$ cat src/hdl/ioexp_pkg.sv
// Shared constants for the serial I/O expander
package ioexp_pkg;
    localparam int          PORT_W       = 8;
    localparam logic [3:0]  ADDR_FIXED   = 4'h4;
    localparam logic [1:0]  CMD_INPUT    = 2'h0;
    localparam logic [1:0]  CMD_OUTPUT   = 2'h1;
    localparam logic [1:0]  CMD_POLARITY = 2'h2;
    localparam logic [1:0]  CMD_CONFIG   = 2'h3;
    localparam logic [7:0]  OUT_RESET    = 8'hFF;
    localparam logic [7:0]  POL_RESET    = 8'h00;
    localparam logic [7:0]  CFG_RESET    = 8'hFF;
    localparam logic [2:0]  BIT_LAST     = 3'h7;
    localparam int          CLK_MHZ      = 250;
    localparam int          FAST_KHZ     = 400;
    localparam int          SCL_PERIOD_CYC = (CLK_MHZ * 1000) / FAST_KHZ;
    typedef enum logic [2:0] {
        IOEXP_IDLE,
        IOEXP_ADDR,
        IOEXP_ADDR_ACK,
        IOEXP_WR_BYTE,
        IOEXP_WR_ACK,
        IOEXP_RD_BYTE,
        IOEXP_RD_ACK,
        IOEXP_SKIP
    } ioexp_state_e;
endpackage

$ cat src/hdl/ioexp_top.sv
// Eight-bit I/O expander behind a two-wire serial slave
`timescale 1ns/1ps
module ioexp_top
(
    input  wire logic       clk,
    input  wire logic       rst_n,
    input  wire logic       scl_in,
    input  wire logic       sda_in,
    output logic            sda_out,
    output logic            sda_oe_n,
    input  wire logic       addr_strap_bit0,
    input  wire logic       addr_strap_bit1,
    input  wire logic       addr_strap_bit2,
    input  wire logic [7:0] port_pin_in,
    output logic      [7:0] port_pin_out,
    output logic      [7:0] port_pin_oe_n,
    output logic      [7:0] port_pullup_en,
    output logic            alert_out,
    output logic            alert_oe_n
);
    // Three-stage input sampling
    logic [2:0]  scl_s_q;
    logic [2:0]  sda_s_q;
    logic [7:0]  pin_s1_q;
    logic [7:0]  pin_s2_q;
    logic [7:0]  pin_s3_q;
    logic        scl_q;
    logic        sda_q;
    logic [7:0]  pin_q;

    always_ff @(posedge clk)
    begin
        if (!rst_n)
        begin
            scl_s_q  <= 3'h7;
            sda_s_q  <= 3'h7;
            pin_s1_q <= 8'hFF;
            pin_s2_q <= 8'hFF;
            pin_s3_q <= 8'hFF;
        end
        else
        begin
            scl_s_q  <= {scl_s_q[1:0], scl_in};
            sda_s_q  <= {sda_s_q[1:0], sda_in};
            pin_s1_q <= port_pin_in;
            pin_s2_q <= pin_s1_q;
            pin_s3_q <= pin_s2_q;
        end
    end

    // Filtered levels change only when stages two and three agree
    wire scl_agree = (scl_s_q[1] == scl_s_q[2]);
    wire sda_agree = (sda_s_q[1] == sda_s_q[2]);
    wire [7:0] pin_agree = ~(pin_s2_q ^ pin_s3_q);

    always_ff @(posedge clk)
    begin
        if (!rst_n)
        begin
            scl_q <= 1'b1;
            sda_q <= 1'b1;
            pin_q <= 8'hFF;
        end
        else
        begin
            if (scl_agree)
                scl_q <= scl_s_q[2];
            if (sda_agree)
                sda_q <= sda_s_q[2];
            pin_q <= (pin_agree & pin_s3_q) | (~pin_agree & pin_q);
        end
    end

    // Bus events from the filtered levels
    logic scl_prev_q;
    logic sda_prev_q;
    always_ff @(posedge clk)
    begin
        if (!rst_n)
        begin
            scl_prev_q <= 1'b1;
            sda_prev_q <= 1'b1;
        end
        else
        begin
            scl_prev_q <= scl_q;
            sda_prev_q <= sda_q;
        end
    end
    // Edge sampling at 250 MHz resolves fast-mode bit times easily
    wire scl_rise  = scl_q & ~scl_prev_q;
    wire scl_fall  = ~scl_q & scl_prev_q;
    wire bus_start = scl_q & scl_prev_q & sda_prev_q & ~sda_q;
    wire bus_stop  = scl_q & scl_prev_q & ~sda_prev_q & sda_q;

    // Registers
    logic [7:0]  out_q;
    logic [7:0]  pol_q;
    logic [7:0]  cfg_q;
    logic [7:0]  in_q;
    logic [1:0]  cmd_q;
    ioexp_pkg::ioexp_state_e state_q;
    logic [2:0]  bit_q;
    logic [7:0]  shift_q;
    logic        rw_q;
    logic        cmd_seen_q;
    logic        sda_drv_q;

    wire [6:0] own_addr = {ioexp_pkg::ADDR_FIXED, addr_strap_bit2,
                           addr_strap_bit1, addr_strap_bit0};
    wire [7:0] in_view  = pin_q ^ pol_q;
    wire [7:0] shift_in = {shift_q[6:0], sda_q};
    wire       addr_hit = (shift_in[7:1] == own_addr);
    wire       byte_end = scl_rise & (bit_q == ioexp_pkg::BIT_LAST);

    // Register read mux
    logic [7:0] rd_data;
    always_comb
    begin
        case (cmd_q)
            ioexp_pkg::CMD_INPUT:    rd_data = in_view;
            ioexp_pkg::CMD_OUTPUT:   rd_data = out_q;
            ioexp_pkg::CMD_POLARITY: rd_data = pol_q;
            ioexp_pkg::CMD_CONFIG:   rd_data = cfg_q;
            default:                 rd_data = in_view;
        endcase
    end

    // Input register captured at the start of each read byte while the input register is selected
    wire rd_load = (state_q == ioexp_pkg::IOEXP_ADDR_ACK || state_q == ioexp_pkg::IOEXP_RD_ACK)
                   && scl_fall && rw_q;
    wire wr_ok   = (state_q == ioexp_pkg::IOEXP_WR_BYTE) && byte_end && cmd_seen_q;

    always_ff @(posedge clk)
    begin
        if (!rst_n)
        begin
            state_q    <= ioexp_pkg::IOEXP_IDLE;
            bit_q      <= 3'h0;
            shift_q    <= 8'h00;
            rw_q       <= 1'b0;
            cmd_q      <= ioexp_pkg::CMD_INPUT;
            cmd_seen_q <= 1'b0;
            sda_drv_q  <= 1'b0;
        end
        else if (bus_start)
        begin
            state_q <= ioexp_pkg::IOEXP_ADDR;
            bit_q   <= 3'h0;
            sda_drv_q <= 1'b0;
        end
        else if (bus_stop)
        begin
            state_q   <= ioexp_pkg::IOEXP_IDLE;
            sda_drv_q <= 1'b0;
        end
        else
        begin
            case (state_q)
                ioexp_pkg::IOEXP_ADDR:
                    if (scl_rise)
                    begin
                        shift_q <= shift_in;
                        bit_q   <= bit_q + 3'h1;
                        if (byte_end)
                        begin
                            rw_q <= shift_in[0];
                            state_q <= addr_hit ? ioexp_pkg::IOEXP_ADDR_ACK
                                                : ioexp_pkg::IOEXP_SKIP;
                        end
                    end
                ioexp_pkg::IOEXP_ADDR_ACK:
                    if (scl_fall)
                    begin
                        if (sda_drv_q)
                        begin
                            cmd_seen_q <= 1'b0;
                            bit_q <= 3'h0;
                            if (rw_q)
                            begin
                                state_q   <= ioexp_pkg::IOEXP_RD_BYTE;
                                shift_q   <= rd_data;
                                sda_drv_q <= ~rd_data[7];
                            end
                            else
                            begin
                                state_q   <= ioexp_pkg::IOEXP_WR_BYTE;
                                sda_drv_q <= 1'b0;
                            end
                        end
                        else
                            sda_drv_q <= 1'b1;
                    end
                ioexp_pkg::IOEXP_WR_BYTE:
                    if (scl_rise)
                    begin
                        shift_q <= shift_in;
                        bit_q   <= bit_q + 3'h1;
                        if (byte_end)
                        begin
                            state_q <= ioexp_pkg::IOEXP_WR_ACK;
                            if (!cmd_seen_q)
                            begin
                                cmd_q      <= shift_in[1:0];
                                cmd_seen_q <= 1'b1;
                            end
                        end
                    end
                ioexp_pkg::IOEXP_WR_ACK:
                    if (scl_fall)
                    begin
                        if (sda_drv_q)
                        begin
                            sda_drv_q <= 1'b0;
                            bit_q     <= 3'h0;
                            state_q   <= ioexp_pkg::IOEXP_WR_BYTE;
                        end
                        else
                            sda_drv_q <= 1'b1;
                    end
                ioexp_pkg::IOEXP_RD_BYTE:
                    if (scl_fall)
                    begin
                        bit_q <= bit_q + 3'h1;
                        if (bit_q == ioexp_pkg::BIT_LAST)
                        begin
                            sda_drv_q <= 1'b0;
                            state_q   <= ioexp_pkg::IOEXP_RD_ACK;
                        end
                        else
                        begin
                            shift_q   <= {shift_q[6:0], 1'b0};
                            sda_drv_q <= ~shift_q[6];
                        end
                    end
                ioexp_pkg::IOEXP_RD_ACK:
                    // Master acknowledge asks for the next byte at the clock fall
                    if (scl_rise && sda_q)
                        state_q <= ioexp_pkg::IOEXP_SKIP;
                    else if (scl_fall)
                    begin
                        bit_q     <= 3'h0;
                        state_q   <= ioexp_pkg::IOEXP_RD_BYTE;
                        shift_q   <= rd_data;
                        sda_drv_q <= ~rd_data[7];
                    end
                ioexp_pkg::IOEXP_SKIP:
                    sda_drv_q <= 1'b0;
                default:
                    state_q <= ioexp_pkg::IOEXP_IDLE;
            endcase
        end
    end

    // Writable registers
    always_ff @(posedge clk)
    begin
        if (!rst_n)
        begin
            out_q <= ioexp_pkg::OUT_RESET;
            pol_q <= ioexp_pkg::POL_RESET;
            cfg_q <= ioexp_pkg::CFG_RESET;
        end
        else if (wr_ok)
        begin
            case (cmd_q)
                ioexp_pkg::CMD_OUTPUT:   out_q <= shift_in;
                ioexp_pkg::CMD_POLARITY: pol_q <= shift_in;
                ioexp_pkg::CMD_CONFIG:   cfg_q <= shift_in;
                default:                 out_q <= out_q;
            endcase
        end
    end

    // Input register: refreshed on input-register reads and, while idle, when pins return to it
    always_ff @(posedge clk)
    begin
        if (!rst_n)
            in_q <= 8'hFF;
        else if ((rd_load && cmd_q == ioexp_pkg::CMD_INPUT) || state_q == ioexp_pkg::IOEXP_IDLE
                 && pin_q == in_q)
            in_q <= pin_q;
    end

    // Alert flag
    logic alert_q;
    wire  mismatch = |(pin_q ^ in_q);
    always_ff @(posedge clk)
    begin
        if (!rst_n)
            alert_q <= 1'b0;
        else
            alert_q <= mismatch && !(rd_load && cmd_q == ioexp_pkg::CMD_INPUT);
    end

    // Pin drive
    genvar g;
    generate
        for (g = 0; g < ioexp_pkg::PORT_W; g++)
        begin : g_pin
            assign port_pin_out[g]   = out_q[g] & ~cfg_q[g];
            assign port_pin_oe_n[g]  = cfg_q[g];
            assign port_pullup_en[g] = cfg_q[g];
        end
    endgenerate

    assign sda_out    = 1'b0;
    assign sda_oe_n   = ~sda_drv_q;
    assign alert_out  = 1'b0;
    assign alert_oe_n = ~alert_q;
endmodule // ioexp_top

$ cat config.mk
export PLATFORM = sky130hd
export DESIGN_NAME = ioexp_top
export DESIGN_NICKNAME = d
export VERILOG_FILES = /design/src/hdl/ioexp_pkg.sv /design/src/hdl/ioexp_top.sv
export SDC_FILE = /design/constraint.sdc
export NUM_CORES = 1
export LEC_CHECK = 0
export BUFFER_PORTS_ARGS = -buffer_cell sky130_fd_sc_hd__buf_2
export CORE_ASPECT_RATIO = 1.25
export CORE_UTILIZATION = 25
export CTS_CLUSTER_DIAMETER = 30
export CTS_CLUSTER_SIZE = 40
export DETAILED_ROUTE_END_ITERATION = 12
export PLACE_DENSITY = 0.51
export SLEW_MARGIN = 10
export SYNTH_ARGS = -nofsm -noshare
export SYNTH_HDL_FRONTEND = slang
export SYNTH_SLANG_ARGS = --single-unit
$ cat constraint.sdc
create_clock -name clk -period 1.8 [get_ports clk]
set_clock_uncertainty 0.1 [all_clocks]
set_input_delay 0.36 -clock clk [delete_from_list [all_inputs] [get_ports clk]]
set_output_delay 0.36 -clock clk [all_outputs]
set_load 0.005 [all_outputs]
==> results_dict.tcl, run 1 <==
set metrics [dict create \
    crit_path_end_kind "register" \
    fin_nets 570 \
    vdd_drop_max_v 0.000425 \
    max_cap_violations 0 \
    area_delta_synth_final_pct 33.7 \
    ant_nets 0 \
    crit_fanout 9 \
    port_buffers 40 \
    fill_cells 1725 \
    hold_depth 2 \
    setup_viol 20 \
    clk_path_buf_depth 2 \
    drtIter0Drc 117 \
    cts.sinks 93 \
    rsz0062_at_grt "true" \
    grt_antenna_before_repair 0 \
    post-place-ws_ns -0.204 \
    fp.dieW_um 119 \
    grt.overflow.total 0 \
    drive_gt1_share_pct 31.8 \
    path_class "reg2reg" \
    die-area_um2 17600 \
    netlist_area_um2 4270 \
    wl_um 10300 \
    hold_class "in2reg" \
    die_y_um 148 \
    power_leakage_nw 2.43 \
    synth_cells 462 \
    clk_pin_slew_ns 0.06 \
    required_ns 1.94 \
    h-tree-depth 3 \
    ys_seq_elements 93 \
    vias 3521 \
    p_per_area_nw_per_um2 1070 \
    place.gp.congestion 0.828 \
    fin_cells 776 \
    cts_tree "done" \
    grt_usage_pct 12.1 \
    crit_path_start_kind "register" \
    ys.flop_type "dfxtp_1" \
    total_power_mw 6.12 \
    reg2reg_depth 6 \
    dpl.cell_count 747 \
    arrival_ns 2.01 \
    first_pass_iters 4 \
    ios 43 \
    grt_pass1_wl_um 16600 \
    fin_ws_ns -0.0660 \
    reg2reg_slack_ns -0.07 \
    hold_viol 0 \
    fmax_mhz 536 \
    dpl.hpwl_um 6920 \
    cts_buffers 9 \
    fin_crit_ns 1.87 \
    violations "negative setup slack" \
    clk_latency_ns 0.35 \
    status "complete, but fails checks" \
    synth_edf_count 0 \
    wl_per_cell_um 13.2 \
    yosys_warnings 0 \
    initial_utilization_pct 25.5 \
    synth_seq_area_share_pct 43.6 \
    antenna_cells 0 \
    fin_crit_sh_pct 104 \
    slew_viol_final 0 \
    grt_max_degree 79 \
    grt_pass1_vias 3522 \
    postSynthAreaPerCell_um2 9.24 \
    async_flop_share_pct 0 \
    post-route-drc-count 0 \
    root_buffer "clkbuf_16" \
    core_area_um2 16800 \
    avgViaCountPerCell 4.54 \
    synth.distinct_cells 58 \
    rows 53 \
]
==> cells by family after synthesis <==
family / count (synthesis) / synth area share, %
buffers and inverters: 47 / 5.65
DFF: 93 / 43.6
adders and majority gates: 3 / 0.850
xor gates and xnor gates: 16 / 3.28
other: 1 / 0.0878
AOI/OAI and AO/OA: 85 / 13.7
and+or+nand+nor: 177 / 23.4
muxes: 40 / 9.38
==> path summary, 6_finish.rpt <==
path,to,startpoint
worst max-delay path,shift_q[0],scl_q
worst min-delay path,pin_s1_q[1],port_pin_in[1]
worst max register to register,shift_q[0],scl_q
worst min register to register,pin_s2_q[6],pin_s1_q[6]
==> stage by stage <==
step	cell area (µm²)	hold slack (ns)	util, %	setup TNS (ns)
after floorplan	4270	0.286	-	0
after global placement	5090	0.292	30.3	-2.66
after detailed placement	5090	0.291	30.3	-3.93
after CTS	5530	0.0747	33.0	-0.140
after global routing	5710	0.0933	34.0	-1.91
final	5710	0.0902	34.0	-0.357
==> power breakdown <==
group | switching [mW] | total, mW | internal, mW
clock | 0.779 | 1.70 | 0.920
combinational | 0.951 | 2.11 | 1.16
sequential | 0.107 | 2.31 | 2.20
total | 1.84 | 6.12 | 4.28
==> metal layers <==
metal,GRT usage (%),share of wire (%),vias to the layer above
met2,20.4,49,67
met5,0,0,-
li1,-,-,1764
met4,9.05,4.1,0
met1,13.9,44,1665
met3,1.96,2.4,25
==> cell usage in the layout (no fill, tap or decap), types with 3 or more instances in the layout <==
master / n
mux2i_1: 39
o21ai_2: 3
nor3_1: 4
buf_12: 6
buf_2: 41
o21ai_1: 3
a221oi_1: 4
nor2_1: 19
xnor2_1: 7
a21o_1: 5
nor2b_1: 37
buf_4: 61
clkbuf_16: 9
dfxtp_4: 4
dfxtp_1: 84
o311ai_1: 4
nand2_1: 35
a21oi_1: 22
inv_1: 7
o211a_1: 7
nand3_1: 3
nand4b_1: 3
o21ai_0: 17
and2_1: 3
buf_6: 10
dfxtp_2: 5
nand3_2: 3
xor2_1: 9
nand2b_1: 39
==> cells in the mapped netlist, drive strengths merged, types with 3 or more instances <==
cell | number | area [µm²]
dfxtp | 93 | 1860
or2 | 4 | 25.0
inv | 7 | 26.3
clkbuf | 15 | 56.3
a21o | 5 | 37.5
o21ai | 23 | 115
o211a | 7 | 70.1
xnor2 | 7 | 61.3
nor2 | 20 | 75.1
nand3 | 6 | 30.0
a221oi | 7 | 85.1
nor3 | 4 | 20.0
o311ai | 4 | 35.0
a21oi | 25 | 125
nand4 | 3 | 25.0
nand4b | 3 | 26.3
xor2 | 9 | 78.8
mux2i | 40 | 400
buf | 25 | 159
and2 | 5 | 31.3
nor2b | 38 | 240
nand2b | 39 | 244
nand2 | 36 | 135
==> final cells by class <==
type	instances	area, µm²	share of cell area, %
sequential	93	1880	33.0
clock inverter	4	26.3	0.460
clock buffer	10	229	4.01
timing repair buffer	119	928	16.3
inverter	7	26.3	0.460
multi-input combinational	323	2340	41.0
tap	220	275	4.82
==> critical path, stage by stage, from the launching register on <==
cell and delay [ns]:
dfxtp_4 0.37, nand3b_1 0.28, a32oi_2 0.31, o311a_4 0.26, bufbuf_16 0.26, nand3_2 0.05
o211a_1 0.13
==> flip-flops by register name, summed over array words and instances (netlist names), 2 cells and up, named ones only <==
name,cells
bit_q,3
cmd_q,2
in_q,8
out_q,8
pin_s1_q,8
pin_s2_q,8
pin_s3_q,8
pol_q,8
port_pin_oe_n,8
scl_s_q,3
sda_s_q,3
shift_q,7
state_q,3
==> repair_timing <==
| action | in CTS | in global routing |
|---|---|---|
| setup buffers | 8 | 6 |
| resized for setup | 30 | 36 |
| cloned | 1 | 0 |
| pin swaps | 9 | 11 |
| setup endpoints to repair | 39 | 46 |
| hold buffers | 0 | 0 |
(Power assumes the default switching activity.)
==> inputs of run 2 (changes only) <==
- CORE_UTILIZATION: 25 -> 40
- PLACE_DENSITY: 0.51 -> 0.67
- clock period: 1.8 -> 2 ns (I/O delays scaled with it)
==> results_dict.tcl, run 2 (same netlist as run 1, synthesis figures left out) <==
set metrics [dict create \
    root_buffer "clkbuf_16" \
    fin_crit_ns 1.92 \
    p_seq_share_pct 40.9 \
    vdd_drop_max_v 0.000455 \
    postCtsSetupBuffers 0 \
    rows 41 \
    grt_antenna_before_repair 0 \
    clk_path_buf_depth 2 \
    power_switching_mw 1.51 \
    rsz0062_at_grt "false" \
    dpl.cell_count 632 \
    core_area_um2 10300 \
    cts.sinks 93 \
    hold_ws_ns 0.135 \
    port_buffers 40 \
    crit_path_end_kind "register" \
    die_y_um 118 \
    grt.overflow.total 0 \
    antenna_cells 0 \
    status "completed" \
    arrival_ns 2.09 \
    clk_pin_slew_ns 0.07 \
    reg2reg_slack_ns 0.08 \
    ios 43 \
    hold_viol 0 \
    finalCoreUtilization_pct 49.9 \
    power_leakage_nw 2.21 \
    min_from "port_pin_in[5]" \
    wl_met2_um 4140 \
    reg2reg_from "state_q[2]" \
    setup_tns_ns 0 \
    final_area_um2 5120 \
    fin_cells 648 \
    path_class "reg2reg" \
    reg2reg_depth 6 \
    grt_pass1_wl_um 14400 \
    required_ns 2.17 \
    first_pass_iters 4 \
    clkPwrFrac_pct 33.8 \
    postPlaceCellArea_um2 4760 \
    vias 3281 \
    slew_viol_final 0 \
    fmax_mhz 521 \
    grt_max_degree 86 \
    cts_tree "done" \
    fp.dieW_um 94.4 \
    fin_nets 531 \
    crit_path_start_kind "register" \
    max_cap_violations 0 \
    grt_usage_pct 16.6 \
    timing.rr.end "bit_q[0]" \
    hold_class "in2reg" \
    wl_met3_um 278 \
    holdPathEnd "pin_s1_q[5]" \
    drtIter0Drc 129 \
    hold_depth 2 \
    place.gp.congestion 0.924 \
    ant_nets 0 \
    area_delta_synth_final_pct 19.9 \
    post-route-drc-count 0 \
    final_common_cell "dfxtp_1" \
    wl_per_cell_um 13.3 \
    wl_um 8600 \
    drive_gt1_share_pct 22.4 \
    cts_buffers 9 \
    worst_slew_pin_slew_ns 0.551 \
    die-area_um2 11100 \
    dpl.hpwl_um 6140 \
    crit_fanout 10 \
    topRoutingLayerUsed "met4" \
    grt_pass1_vias 3019 \
    avgViaCountPerCell 5.06 \
    h-tree-depth 3 \
    p_comb_share_pct 25.3 \
    p_per_area_nw_per_um2 996 \
    final_cell_mix "89 x dfxtp_1, 40 x mux2i_1, 40 x buf_2, 39 x nand2b_1, 37 x nor2b_1" \
    power.internal_mw 3.59 \
    setup_viol 0 \
    clk_latency_ns 0.34 \
    ctsHoldBuffers 0 \
    m1WireLength_um 4050 \
    initial_utilization_pct 41.6 \
    fin_crit_sh_pct 95.9 \
    p_sw_share_pct 29.5 \
    slew_headroom_pct 63.2 \
]
==> run 2: cell types whose count changed in the layout (fill, tap and decap cells not counted), sizes merged <==
cell / delta
inv: +3
bufbuf: -1
bufinv: +1
clkinvlp: -1
clkbuf: -1
buf: -38
==> run 2: stage by stage <==
step / power, mW / setup slack [ns]
finish: 5.10 / 0.0815
global route: 5.37 / 0.0000904
detailed placement: 3.36 / 0.0333
global placement: 3.33 / -0.0969
CTS: 5.08 / 0.0140
floorplan: 2.91 / 0.228
==> run 2: area by class of cell <==
class,count,area (µm²)
Sequential cell,93,1870
Tap cell,129,161
Multi-Input combinational cell,323,2220
Clock buffer,9,225
Inverter,7,26.3
Clock inverter,7,77.6
Timing Repair Buffer,80,542
Fill cell,980,5140
==> run 2: per-layer routing <==
metal / up-vias / GRT usage, %
met5: - / 0
met4: 0 / 6.83
met3: 10 / 3.55
met2: 67 / 26.0
met1: 1515 / 21.8
li1: 1689 / -
==> run 2: what timing repair did <==
action | 4_1_cts | 5_1_grt
hold endpoints to repair | 0 | 0
endpoints found under the setup margin | 0 | 19
gates resized for setup | 0 | 16
==> run 2: power groups by stage <==
stage                     Combinational, mW  Clock (mW)  Sequential (mW)
after floorplan                       0.811           0             2.10
after global placement                 1.21           0             2.12
after detailed placement               1.23           0             2.12
after CTS                              1.24        1.76             2.08
after global routing                   1.41        1.86             2.10
final                                  1.29        1.72             2.09
==> run 2: how the worst max path moves through the flow <==
stage	depth (start not counted)	startpoint	slack, ns	to
after global placement	6	state_q[2]	-0.1	state_q[2]
after detailed placement	6	state_q[2]	0.03	state_q[2]
final	6	state_q[2]	0.08	bit_q[0]
after global routing	7	bit_q[0]	0.00009	pol_q[6]
after floorplan	7	bit_q[0]	0.23	pol_q[0]
after CTS	5	scl_q	0.01	state_q[2]
==> run 2: critical path: stages (launching register included) <==
cell	delay [ns]
dfxtp_2	0.35
buf_4	0.18
or2_2	0.31
a21oi_2	0.19
a221oi_4	0.07
or4b_1	0.52
a21oi_1	0.14
